--- src/design/tmf_params.svh ---
// Constants for the test-mode contact forcing block.
// Assumes a 200 MHz clk; included by the flasher and controller design files.
`ifndef TMF_PARAMS_SVH
`define TMF_PARAMS_SVH
`define TMF_NUM_IN 8
`define TMF_NUM_OUT 8
`define TMF_CLK_MHZ 200
`define TMF_FLASH_HALF_MS 250
`define TMF_FLASH_HALF_CYC (`TMF_FLASH_HALF_MS * 1000 * `TMF_CLK_MHZ)
`define TMF_CNT_W 26
`define TMF_IN_FORCE_W 2
`define TMF_OUT_FORCE_W 2
`endif

--- src/design/tmf_pkg.sv ---
// Types for the test-mode contact forcing block.
// Assumes tmf_params.svh constants are available.
package tmf_pkg;
  typedef enum logic [1:0] {
    TMF_IN_DISABLED,
    TMF_IN_OPEN,
    TMF_IN_CLOSED
  } tmf_in_force_t;
  typedef enum logic [1:0] {
    TMF_OUT_DISABLED,
    TMF_OUT_ENERGIZE,
    TMF_OUT_DEENERGIZE,
    TMF_OUT_FREEZE
  } tmf_out_force_t;
  typedef enum logic [1:0] {
    TMF_IDLE,
    TMF_ARMED,
    TMF_ACTIVE
  } tmf_state_t;
endpackage

--- src/design/tmf_pin_sync.sv ---
// Three-flop input synchroniser with agreement filter for one contact pin.
// Assumes an asynchronous level from outside the clk domain.
`timescale 1ns/10ps
`default_nettype none
module tmf_pin_sync (
  input wire logic clk,
  input wire logic nrst,
  input wire logic pin,
  output logic level
);
  logic s1;
  logic s2;
  logic s3;
  always_ff @(posedge clk or negedge nrst) begin
    if (!nrst) begin
      s1 <= 1'b0;
      s2 <= 1'b0;
      s3 <= 1'b0;
    end else begin
      s1 <= pin;
      s2 <= s1;
      s3 <= s2;
    end
  end
  // A change counts only once stages two and three agree
  always_ff @(posedge clk or negedge nrst) begin
    if (!nrst) begin
      level <= 1'b0;
    end else if (s2 == s3) begin
      level <= s3;
    end
  end
endmodule // tmf_pin_sync
`default_nettype wire

--- src/design/tmf_flasher.sv ---
// Blink generator for the faceplate test indicator.
// Assumes one clk; runs only while enabled, restarts its count from zero each time.
`timescale 1ns/10ps
`default_nettype none
`include "tmf_params.svh"
module tmf_flasher #(
  parameter int unsigned HALF_CYC = `TMF_FLASH_HALF_CYC
) (
  input wire logic clk,
  input wire logic nrst,
  input wire logic enable,
  output logic tick
);
  logic [`TMF_CNT_W-1:0] count;
  always_ff @(posedge clk or negedge nrst) begin
    if (!nrst) begin
      count <= '0;
      tick <= 1'b0;
    end else if (!enable) begin
      count <= '0;
      tick <= 1'b0;
    end else if (count == `TMF_CNT_W'(HALF_CYC - 1)) begin
      count <= '0;
      tick <= 1'b1;
    end else begin
      count <= count + `TMF_CNT_W'(1);
      tick <= 1'b0;
    end
  end
endmodule // tmf_flasher
`default_nettype wire

--- src/design/tmf_test_mode.sv ---
// Test-mode controller: entry, indicator, contact input and output forcing.
// Assumes contact pins are asynchronous; settings and operands are on clk.
// Operation
// - Test mode needs function enabled and trigger high
// - Tied-on trigger starts on enable rising
// - Operand trigger starts when operand goes high
// - Indicator flashes while test mode active
// - Other functions run unchanged in test
// - Separate force selection per input, output
// - Disabled input follows terminal voltage
// - Open input reads zero during test
// - Closed input reads one during test
// - All disabled: inputs report normally
// - Outputs: open, closed, frozen or operational
// - Freeze holds pre-test output position
// - Energize closes, de-energize opens, whole test
`timescale 1ns/10ps
`default_nettype none
`include "tmf_params.svh"
module tmf_test_mode #(
  parameter int unsigned FLASH_HALF_CYC = `TMF_FLASH_HALF_CYC
) (
  input wire logic clk,
  input wire logic nrst,
  input wire logic testEnable,
  input wire logic initiateTiedOn,
  input wire logic initiateOperand,
  input wire logic [`TMF_NUM_IN-1:0] contactPin,
  input wire logic [`TMF_NUM_IN*`TMF_IN_FORCE_W-1:0] inForceSel,
  input wire logic [`TMF_NUM_OUT-1:0] outOperand,
  input wire logic [`TMF_NUM_OUT*`TMF_OUT_FORCE_W-1:0] outForceSel,
  output logic [`TMF_NUM_IN-1:0] contactState,
  output logic [`TMF_NUM_OUT-1:0] contactDrive,
  output logic testActive,
  output logic testLed
);
  tmf_pkg::tmf_state_t state;
  tmf_pkg::tmf_state_t next_state;
  logic [`TMF_NUM_IN-1:0] pinLevel;
  logic [`TMF_NUM_OUT-1:0] frozen;
  logic enablePrev;
  logic triggerLevel;
  logic enableRise;
  logic flashTick;

  function automatic logic forceInput(input logic [1:0] sel, input logic raw);
    tmf_pkg::tmf_in_force_t s;
    s = tmf_pkg::tmf_in_force_t'(sel);
    case (s)
      tmf_pkg::TMF_IN_OPEN: forceInput = 1'b0;
      tmf_pkg::TMF_IN_CLOSED: forceInput = 1'b1;
      default: forceInput = raw;
    endcase
  endfunction

  function automatic logic forceOutput(input logic [1:0] sel, input logic op, input logic held);
    tmf_pkg::tmf_out_force_t s;
    s = tmf_pkg::tmf_out_force_t'(sel);
    case (s)
      tmf_pkg::TMF_OUT_ENERGIZE: forceOutput = 1'b1;
      tmf_pkg::TMF_OUT_DEENERGIZE: forceOutput = 1'b0;
      tmf_pkg::TMF_OUT_FREEZE: forceOutput = held;
      default: forceOutput = op;
    endcase
  endfunction

  genvar gi;
  generate
    for (gi = 0; gi < `TMF_NUM_IN; gi++) begin : g_sync
      tmf_pin_sync u_sync (
        .clk(clk),
        .nrst(nrst),
        .pin(contactPin[gi]),
        .level(pinLevel[gi])
      );
    end
  endgenerate

  tmf_flasher #(
    .HALF_CYC(FLASH_HALF_CYC)
  ) u_flash (
    .clk(clk),
    .nrst(nrst),
    .enable(testActive),
    .tick(flashTick)
  );

  // Tied-on trigger is satisfied at once, the operand trigger needs a high level
  assign triggerLevel = initiateTiedOn | initiateOperand;
  assign enableRise = testEnable & ~enablePrev;

  always_ff @(posedge clk or negedge nrst) begin
    if (!nrst) begin
      enablePrev <= 1'b0;
    end else begin
      enablePrev <= testEnable;
    end
  end

  // Raising the tied-on trigger while already enabled only arms the block: with the
  // tied-on trigger, entry waits for the enable edge itself.
  always_comb begin
    next_state = state;
    case (state)
      tmf_pkg::TMF_IDLE: begin
        if (testEnable && (initiateOperand || (enableRise && initiateTiedOn))) begin
          next_state = tmf_pkg::TMF_ACTIVE;
        end else if (testEnable && !enableRise) begin
          next_state = tmf_pkg::TMF_ARMED;
        end
      end
      tmf_pkg::TMF_ARMED: begin
        if (!testEnable) begin
          next_state = tmf_pkg::TMF_IDLE;
        end else if (initiateOperand) begin
          next_state = tmf_pkg::TMF_ACTIVE;
        end
      end
      tmf_pkg::TMF_ACTIVE: begin
        if (!testEnable || !triggerLevel) begin
          next_state = testEnable ? tmf_pkg::TMF_ARMED : tmf_pkg::TMF_IDLE;
        end
      end
      default: next_state = tmf_pkg::TMF_IDLE;
    endcase
  end

  always_ff @(posedge clk or negedge nrst) begin
    if (!nrst) begin
      state <= tmf_pkg::TMF_IDLE;
    end else begin
      state <= next_state;
    end
  end

  always_ff @(posedge clk or negedge nrst) begin
    if (!nrst) begin
      testActive <= 1'b0;
    end else begin
      testActive <= (next_state == tmf_pkg::TMF_ACTIVE);
    end
  end

  // Indicator is lit on entry and toggles each half period
  always_ff @(posedge clk or negedge nrst) begin
    if (!nrst) begin
      testLed <= 1'b0;
    end else if (next_state != tmf_pkg::TMF_ACTIVE) begin
      testLed <= 1'b0;
    end else if (!testActive) begin
      testLed <= 1'b1;
    end else if (flashTick) begin
      testLed <= ~testLed;
    end
  end

  // Snapshot of the normal drive value, held once test mode is entered.
  // Taking the operand rather than the drive avoids a one-cycle step back.
  always_ff @(posedge clk or negedge nrst) begin
    if (!nrst) begin
      frozen <= '0;
    end else if (!testActive) begin
      frozen <= outOperand;
    end
  end

  // Per-contact forcing; selections only bite while test mode is active.
  // Only contacts are touched, all other logic passes through untouched.
  always_ff @(posedge clk or negedge nrst) begin
    if (!nrst) begin
      contactState <= '0;
    end else begin
      for (int i = 0; i < `TMF_NUM_IN; i++) begin
        if (testActive) begin
          contactState[i] <= forceInput(inForceSel[i*`TMF_IN_FORCE_W +: `TMF_IN_FORCE_W],
                                        pinLevel[i]);
        end else begin
          contactState[i] <= pinLevel[i];
        end
      end
    end
  end

  always_ff @(posedge clk or negedge nrst) begin
    if (!nrst) begin
      contactDrive <= '0;
    end else begin
      for (int i = 0; i < `TMF_NUM_OUT; i++) begin
        if (testActive) begin
          contactDrive[i] <= forceOutput(outForceSel[i*`TMF_OUT_FORCE_W +: `TMF_OUT_FORCE_W],
                                         outOperand[i], frozen[i]);
        end else begin
          contactDrive[i] <= outOperand[i];
        end
      end
    end
  end
endmodule // tmf_test_mode
`default_nettype wire

--- config.mk ---
export PLATFORM = sky130hd
export DESIGN_NAME = tmf_test_mode
export DESIGN_NICKNAME = d
export VERILOG_FILES = /design/src/design/tmf_pkg.sv /design/src/design/tmf_pin_sync.sv /design/src/design/tmf_flasher.sv /design/src/design/tmf_test_mode.sv
export VERILOG_INCLUDE_DIRS = /design/src /design/src/design
export SDC_FILE = /design/constraint.sdc
export NUM_CORES = 1
export LEC_CHECK = 0
export ABC_CLOCK_PERIOD_IN_PS = 2460
export BUFFER_PORTS_ARGS = -buffer_cell sky130_fd_sc_hd__buf_4
export CORE_UTILIZATION = 54
export CTS_CLUSTER_SIZE = 8
export DETAILED_ROUTE_END_ITERATION = 10
export PLACE_DENSITY_LB_ADDON = 0.08
export RECOVER_POWER = 100
export SYNTH_ARGS = -nofsm -noshare
export SYNTH_HDL_FRONTEND = slang
export SYNTH_SLANG_ARGS = --single-unit
--- constraint.sdc ---
create_clock -name clk -period 2.46 [get_ports clk]
set_input_delay 0.492 -clock clk [delete_from_list [all_inputs] [get_ports clk]]
set_output_delay 0.492 -clock clk [all_outputs]
set_load 0.02 [all_outputs]
==> results.txt, run 1 <==
----------------------------------------------------
[Clocking]
  TritonCTS Buffers ... 9
  Post-CTS setup buffer count ... 0
  Clock latency of the later-clocked register in the worst-skew pair ... 0.35 ns
  Resized Gates After CTS ... 0
  Hold_buf cts ... 0
  Root Driver ... clkbuf_8
  CTS clock-pin slew for the worst setup and hold paths ... 0.09 ns
  Clock tree from TritonCTS ... built
  Number of clock sinks ... 88
  Depth of the CTS H-tree ... 3
  Maximum count of clock buffers along a single path ... 2

[Layout]
  Fraction of layout instances using a drive strength above 1 ... 24.3%
  Most common cell after layout, fill and taps aside ... dfrtp_1
  Final std cells w/o fill ... 456
  Ant. Diodes ... 0
  Filler Cell Count ... 501
  Top library cells by usage in the layout, fill and taps aside ... dfrtp_1, buf_4, nor2_1, clkbuf_1
  Total Nets Final ... 436
  Final cell area excluding filler cells ... 4380 µm²
  Area added between synthesis and finish ... 23.1%

[Die]
  Boundary pin count ... 71
  Starting density of the core ... 56.1%
  Die outline height ... 83.2 µm
  Die W ... 83.2 µm
  Core area ... 6350 µm²
  Die Area ... 6920 µm²
  Rows ... 29

[Synthesis]
  Synth Area in Compound Gates ... 6.22%
  Xor/xnor cell area share of the yosys netlist ... 3.94%
  Synthesized-area fraction occupied by adder cells ... 5.41%
  Proportion of synthesized chip area in sequential cells ... 61.8%
  Post-synthesis register bit count ... 88
  Synth Warn # ... 0
  Post-Syn Area ... 3560 µm²
  Multiplexer share of the synthesized area ... 5.06%
  Number of instances in the synthesized netlist ... 294
  Count of unique library cells instantiated by Yosys ... 34
  Simple-gate share of the synthesized area ... 15.5%
  Main combinational cell family by area after synthesis ... simple AND/OR/NAND/NOR gates
  Net count after synthesis ... 356
  Synthesized area divided by synthesized cell count ... 12.1 µm²

[Setup path]
  Type of the worst setup path ... flop to flop
  Endpoint arrival time on the critical path ... 2.25 ns
  Crit-path max FO ... 10
  Required time of the critical path ... 2.69 ns
  Worst setup slack for register-to-register paths ... 0.44 ns
  CP Capture Type ... flop
  Setup crit start kind ... flop

[Route]
  Number of DRC violations after detailed-routing iteration 0 ... 147
  Number of vias in the routed layout ... 2499
  Detail Route Antenna Nets ... 0
  Number of vias per cell ... 5.48
  Pre-Repair DR Iteration Count ... 4
  Wirelength per Cell ... 14.6 µm
  Wire length reported by the detailed router ... 6670 µm
  Residual DRC count ... 0

[STA]
  Count of pins over their slew limit ... 0
  Max_slew headroom ... 31.7%
  Post-route clock period utilization ... 82.2%
  RSZ-0062 raised after global routing ... no
  Shortest period the worst path allows ... 2.02 ns
  Worst Clk Skew ... 0.00604 ns
  Fin. Hold Viols ... 0
  Pin slew with the least headroom to its limit ... 1.02 ns
  Worst setup slack after layout ... 0.437 ns
  Final setup violation count ... 0
  Maximum clock frequency ... 494 MHz
  Setup TNS after final layout ... 0 ns

[GRT]
  Via count of the first global-routing pass ... 2461
  Total GRT Usage ... 21.1%
  Number of antenna violations at the first check in global routing ... 0
  First-pass GRT wire length ... 11400 µm
  Largest net degree at the start of global routing ... 49
  Grt total ovfl ... 0

[Power]
  Power density relative to cell area ... 702 nW/µm²
  Max rail drop VDD ... 0.000414 V
  Cell leakage power ... 1.91 nW

[Placed design]
  Routability congestion estimate from global placement ... 0.812
  Number of I/O port buffers ... 70
  Placed cell area ... 4210 µm²
  Total placed cells including tap cells ... 440
  Post-detail-place hpwl ... 4560 µm
  Pre-CTS setup slack ... 0.472 ns

[Hold path]
  Hold Path Class ... input port to flop

[Run status]
  Result of the run ... finished clean

[Run]
  Number of maximum-capacitance constraint violations ... 0

----------------------------------------------------
[final cells by class]
cell class,count,area [µm²],area share [%]
clock inverters,6,115,2.63
inverters,13,48.8,1.11
repair buffers,75,494,11.3
flip-flops and latches,88,2200,50.2
multi-input cells,187,1290,29.4
clock buffers,10,138,3.14
well taps,77,96.3,2.20
[critical path, cell delays in order (launching register included)]
cell and delay [ns]:
dfrtp_1 0.41, ha_1 0.24, nand2_1 0.10, or2_2 0.35, o31ai_2 0.29, clkbuf_1 0.40, nor2_1 0.10
[report_power, final]
group / internal, mW / switching [mW]
sequential: 1.53 / 0.0409
combinational: 0.133 / 0.152
clock: 0.708 / 0.517
total: 2.37 / 0.710
[through the flow]
stage / hold slack (ns) / total power, mW / util, %
after floorplan: 0.196 / 1.73 / -
after global placement: 0.332 / 1.90 / 66.3
after detailed placement: 0.336 / 1.92 / 66.3
after CTS: 0.116 / 3.16 / 70.3
after global routing: 0.234 / 3.21 / 69.0
final: 0.259 / 3.08 / 69.0
[per-layer routing]
layer  wire, µm  vias to the layer above  GRT usage [%]
met1       2780                     1212           27.2
met5          0                        -              0
li1           -                     1206              -
met3        378                        9           4.37
met2       3400                       72           34.4
met4        110                        0           9.72
[cells in the mapped netlist]
cell       n  share of area, %
nand4_1   10               1.8
ha_1       9               3.2
nand4_4    1              0.60
xor2_1     4              0.98
o31ai_1    4              0.84
mux2_2    16               5.1
maj3_1     8               2.2
nor4_1     4              0.70
nand3_1    8               1.1
clkbuf_1   4              0.42
nor3_1     3              0.42
dfrtp_1   88                62
inv_1     13               1.4
nor2_1    23               2.4
nand4b_1   1              0.25
a31o_2     1              0.25
and2_1     1              0.18
nor4b_1    2              0.49
and3_1     2              0.35
nand2_1   18               1.9
and4_1     4              0.98
xnor2_1   12               3.0
a31oi_1    8               1.4
o21ai_0    7              0.98
or2_2      1              0.18
nand2b_1   9               1.6
or4_1      4              0.84
buf_2      2              0.28
nor4bb_1   1              0.28
a21oi_1   18               2.5
or3_1      5              0.88
a211oi_1   1              0.21
or4_2      1              0.25
and4_2     1              0.28
[state kept, by name (all words and copies together), names as in the netlist]
register,count
contactDrive,8
frozen,8
g_sync.u_sync.level,8
testActive,1
contactState,8
testLed,1
state,2
g_sync.u_sync.s2,8
g_sync.u_sync.s3,8
u_flash.tick,1
u_flash.count,26
enablePrev,1
g_sync.u_sync.s1,8
[final timing paths]
path	cells past startpoint	from	endpoint
min	1	contactPin[1]	g_sync[1].u_sync.s1$_DFF_PN0_
max	6	u_flash.count[0]$_DFF_PN0_	u_flash.count[10]$_DFF_PN0_
max in group asynchronous	2	nrst	u_flash.count[16]$_DFF_PN0_
max reg2reg	6	u_flash.count[0]$_DFF_PN0_	u_flash.count[10]$_DFF_PN0_
min in group asynchronous	1	nrst	g_sync[4].u_sync.level$_DFFE_PN0N_
min reg2reg	0	g_sync[5].u_sync.s1$_DFF_PN0_	g_sync[5].u_sync.s2$_DFF_PN0_
[cell families (layout without fill, tap and decap cells)]
kind of cell,Yosys count,after routing
buf+inv,19,104
mux,16,16
xor+xnor,16,16
simple gates,99,99
fa+ha+maj,17,17
flops,88,88
compound gates,39,39
(Power assumes the default switching activity.)
==> inputs of run 2 (changes only) <==
Settings changed: ABC_CLOCK_PERIOD_IN_PS 2460 to 1900.
Clock period 2.46 ns to 1.9 ns, I/O delays scaled along.
==> results.txt, run 2 (synthesis gave the netlist of run 1 again) <==
----------------------------------------------------
[Hold path]
  Worst hold path stage count ... 1
  Hold Path Class ... input port to flop

[GRT]
  Total GRT Usage ... 21.3%
  Via count of the first global-routing pass ... 2587
  First-pass GRT wire length ... 11700 µm
  Grt total ovfl ... 0
  Number of antenna violations at the first check in global routing ... 0
  Largest net degree at the start of global routing ... 38

[Clocking]
  Number of clock sinks ... 88
  Clock latency of the later-clocked register in the worst-skew pair ... 0.35 ns
  CTS clock-pin slew for the worst setup and hold paths ... 0.08 ns
  TritonCTS Buffers ... 9
  Clock tree from TritonCTS ... built
  Root Driver ... clkbuf_8
  Maximum count of clock buffers along a single path ... 2
  Depth of the CTS H-tree ... 3

[Die]
  Starting density of the core ... 56.1%
  Die Area ... 6920 µm²
  Rows ... 29
  Die outline height ... 83.2 µm
  Boundary pin count ... 71
  Core area ... 6350 µm²
  Die W ... 83.2 µm

[Setup path]
  Setup crit start kind ... flop
  Required time of the critical path ... 2.17 ns
  Crit-path max FO ... 5
  Endpoint arrival time on the critical path ... 2.11 ns
  CP Capture Type ... flop
  Cells on worst reg2reg path ... 4
  Type of the worst setup path ... flop to flop

[Layout]
  Ant. Diodes ... 0
  Area of the multi-input gates ... 1310 µm²
  Top library cells by usage in the layout, fill and taps aside ... dfrtp_1, buf_4, nor2_1, clkbuf_1
  Biggest register ... u_flash.count
  Area added between synthesis and finish ... 24.8%
  Largest register FFs ... 26
  Fraction of layout instances using a drive strength above 1 ... 27.6%
  Final cell utilization of the core ... 70.0%
  Final cell area excluding filler cells ... 4450 µm²
  Area used by sequential logic in the layout ... 2200 µm²
  Filler Cell Count ... 482
  Most common cell after layout, fill and taps aside ... dfrtp_1
  Total Nets Final ... 452

[STA]
  Count of pins over their slew limit ... 0
  RSZ-0062 raised after global routing ... yes
  Worst Clk Skew ... 0.0109 ns
  Post-route clock period utilization ... 96.6%
  Pin slew with the least headroom to its limit ... 0.641 ns
  Worst setup slack after layout ... 0.0649 ns
  Shortest period the worst path allows ... 1.84 ns
  Fin. Hold Viols ... 0
  Max_slew headroom ... 57.3%
  Maximum clock frequency ... 545 MHz
  Final setup violation count ... 0

[Placed design]
  Placed cell area ... 4320 µm²
  Post-detail-place hpwl ... 4770 µm
  Number of I/O port buffers ... 70
  Routability congestion estimate from global placement ... 0.822
  Pre-CTS setup slack ... 0.0197 ns

[Route]
  Pre-Repair DR Iteration Count ... 4
  Detail Route Antenna Nets ... 0
  Number of DRC violations after detailed-routing iteration 0 ... 88
  Wirelength per Cell ... 14.2 µm
  Residual DRC count ... 0
  Number of vias per cell ... 5.39
  Wire length reported by the detailed router ... 6720 µm
  Number of vias in the routed layout ... 2543

[Run status]
  Result of the run ... finished clean

[Run]
  Number of maximum-capacitance constraint violations ... 0

[Power]
  Cell leakage power ... 1.96 nW
  Power density relative to cell area ... 822 nW/µm²
  Max rail drop VDD ... 0.000543 V
  Design Power ... 3.65 mW

----------------------------------------------------
==> run 2: timing repair <==
action / CTS / global route
hold buffers: 1 / 0
gates resized for setup: 2 / 2
pin swaps: 0 / 1
endpoints found under the setup margin: 1 / 14
buffers inserted: 0 / 2
endpoints found under the hold margin: 24 / 0
==> run 2: power breakdown <==
part | internal (mW) | switching [mW]
sequential | 1.98 | 0.0504
clock | 0.614 | 0.636
combinational | 0.177 | 0.197
total | 2.77 | 0.883
==> run 2: path summary, 6_finish.rpt <==
path,start,to,slack [ns]
worst max-delay path,u_flash.count[11]$_DFF_PN0_,u_flash.count[24]$_DFF_PN0_,0.06
worst min-delay path,contactPin[6],g_sync[6].u_sync.s1$_DFF_PN0_,0.15
worst max register to register,u_flash.count[11]$_DFF_PN0_,u_flash.count[24]$_DFF_PN0_,0.06
worst min register to register,g_sync[4].u_sync.s1$_DFF_PN0_,g_sync[4].u_sync.s2$_DFF_PN0_,0.35
max in group asynchronous,nrst,u_flash.count[13]$_DFF_PN0_,0.33
min in group asynchronous,nrst,g_sync[5].u_sync.level$_DFFE_PN0N_,0.57
==> run 2: worst max-delay path: stages, from the launching register on <==
cell and delay [ns]:
dfrtp_1 0.41, nand4_1 0.21, or4_4 0.56, or4_1 0.41
a21oi_1 0.17
==> run 2: per-layer routing <==
| layer | track usage, % | part of all wire (%) | vias to the layer above |
|---|---|---|---|
| li1 | - | - | 1236 |
| met1 | 27.5 | 45 | 1235 |
| met2 | 33.8 | 48 | 59 |
| met3 | 5.77 | 5.0 | 13 |
| met4 | 10.0 | 1.9 | 0 |
| met5 | 0 | 0 | - |
==> run 2: area by class of cell <==
class / instances / share of cell area, %
timing repair buffer: 91 / 13.5
tap: 77 / 2.17
multi-input combinational: 187 / 29.5
clock inverter: 4 / 1.21
inverter: 13 / 1.10
sequential: 88 / 49.5
clock buffer: 12 / 3.04
==> run 2: through the flow <==
stage / hold WS, ns / TNS (ns) / cells
floorplan: 0.0844 / 0 / 294
global placement: 0.310 / 0 / 453
detailed placement: 0.316 / 0 / 453
CTS: 0.109 / 0 / 470
global route: 0.128 / -0.0570 / 472
finish: 0.150 / 0 / 472
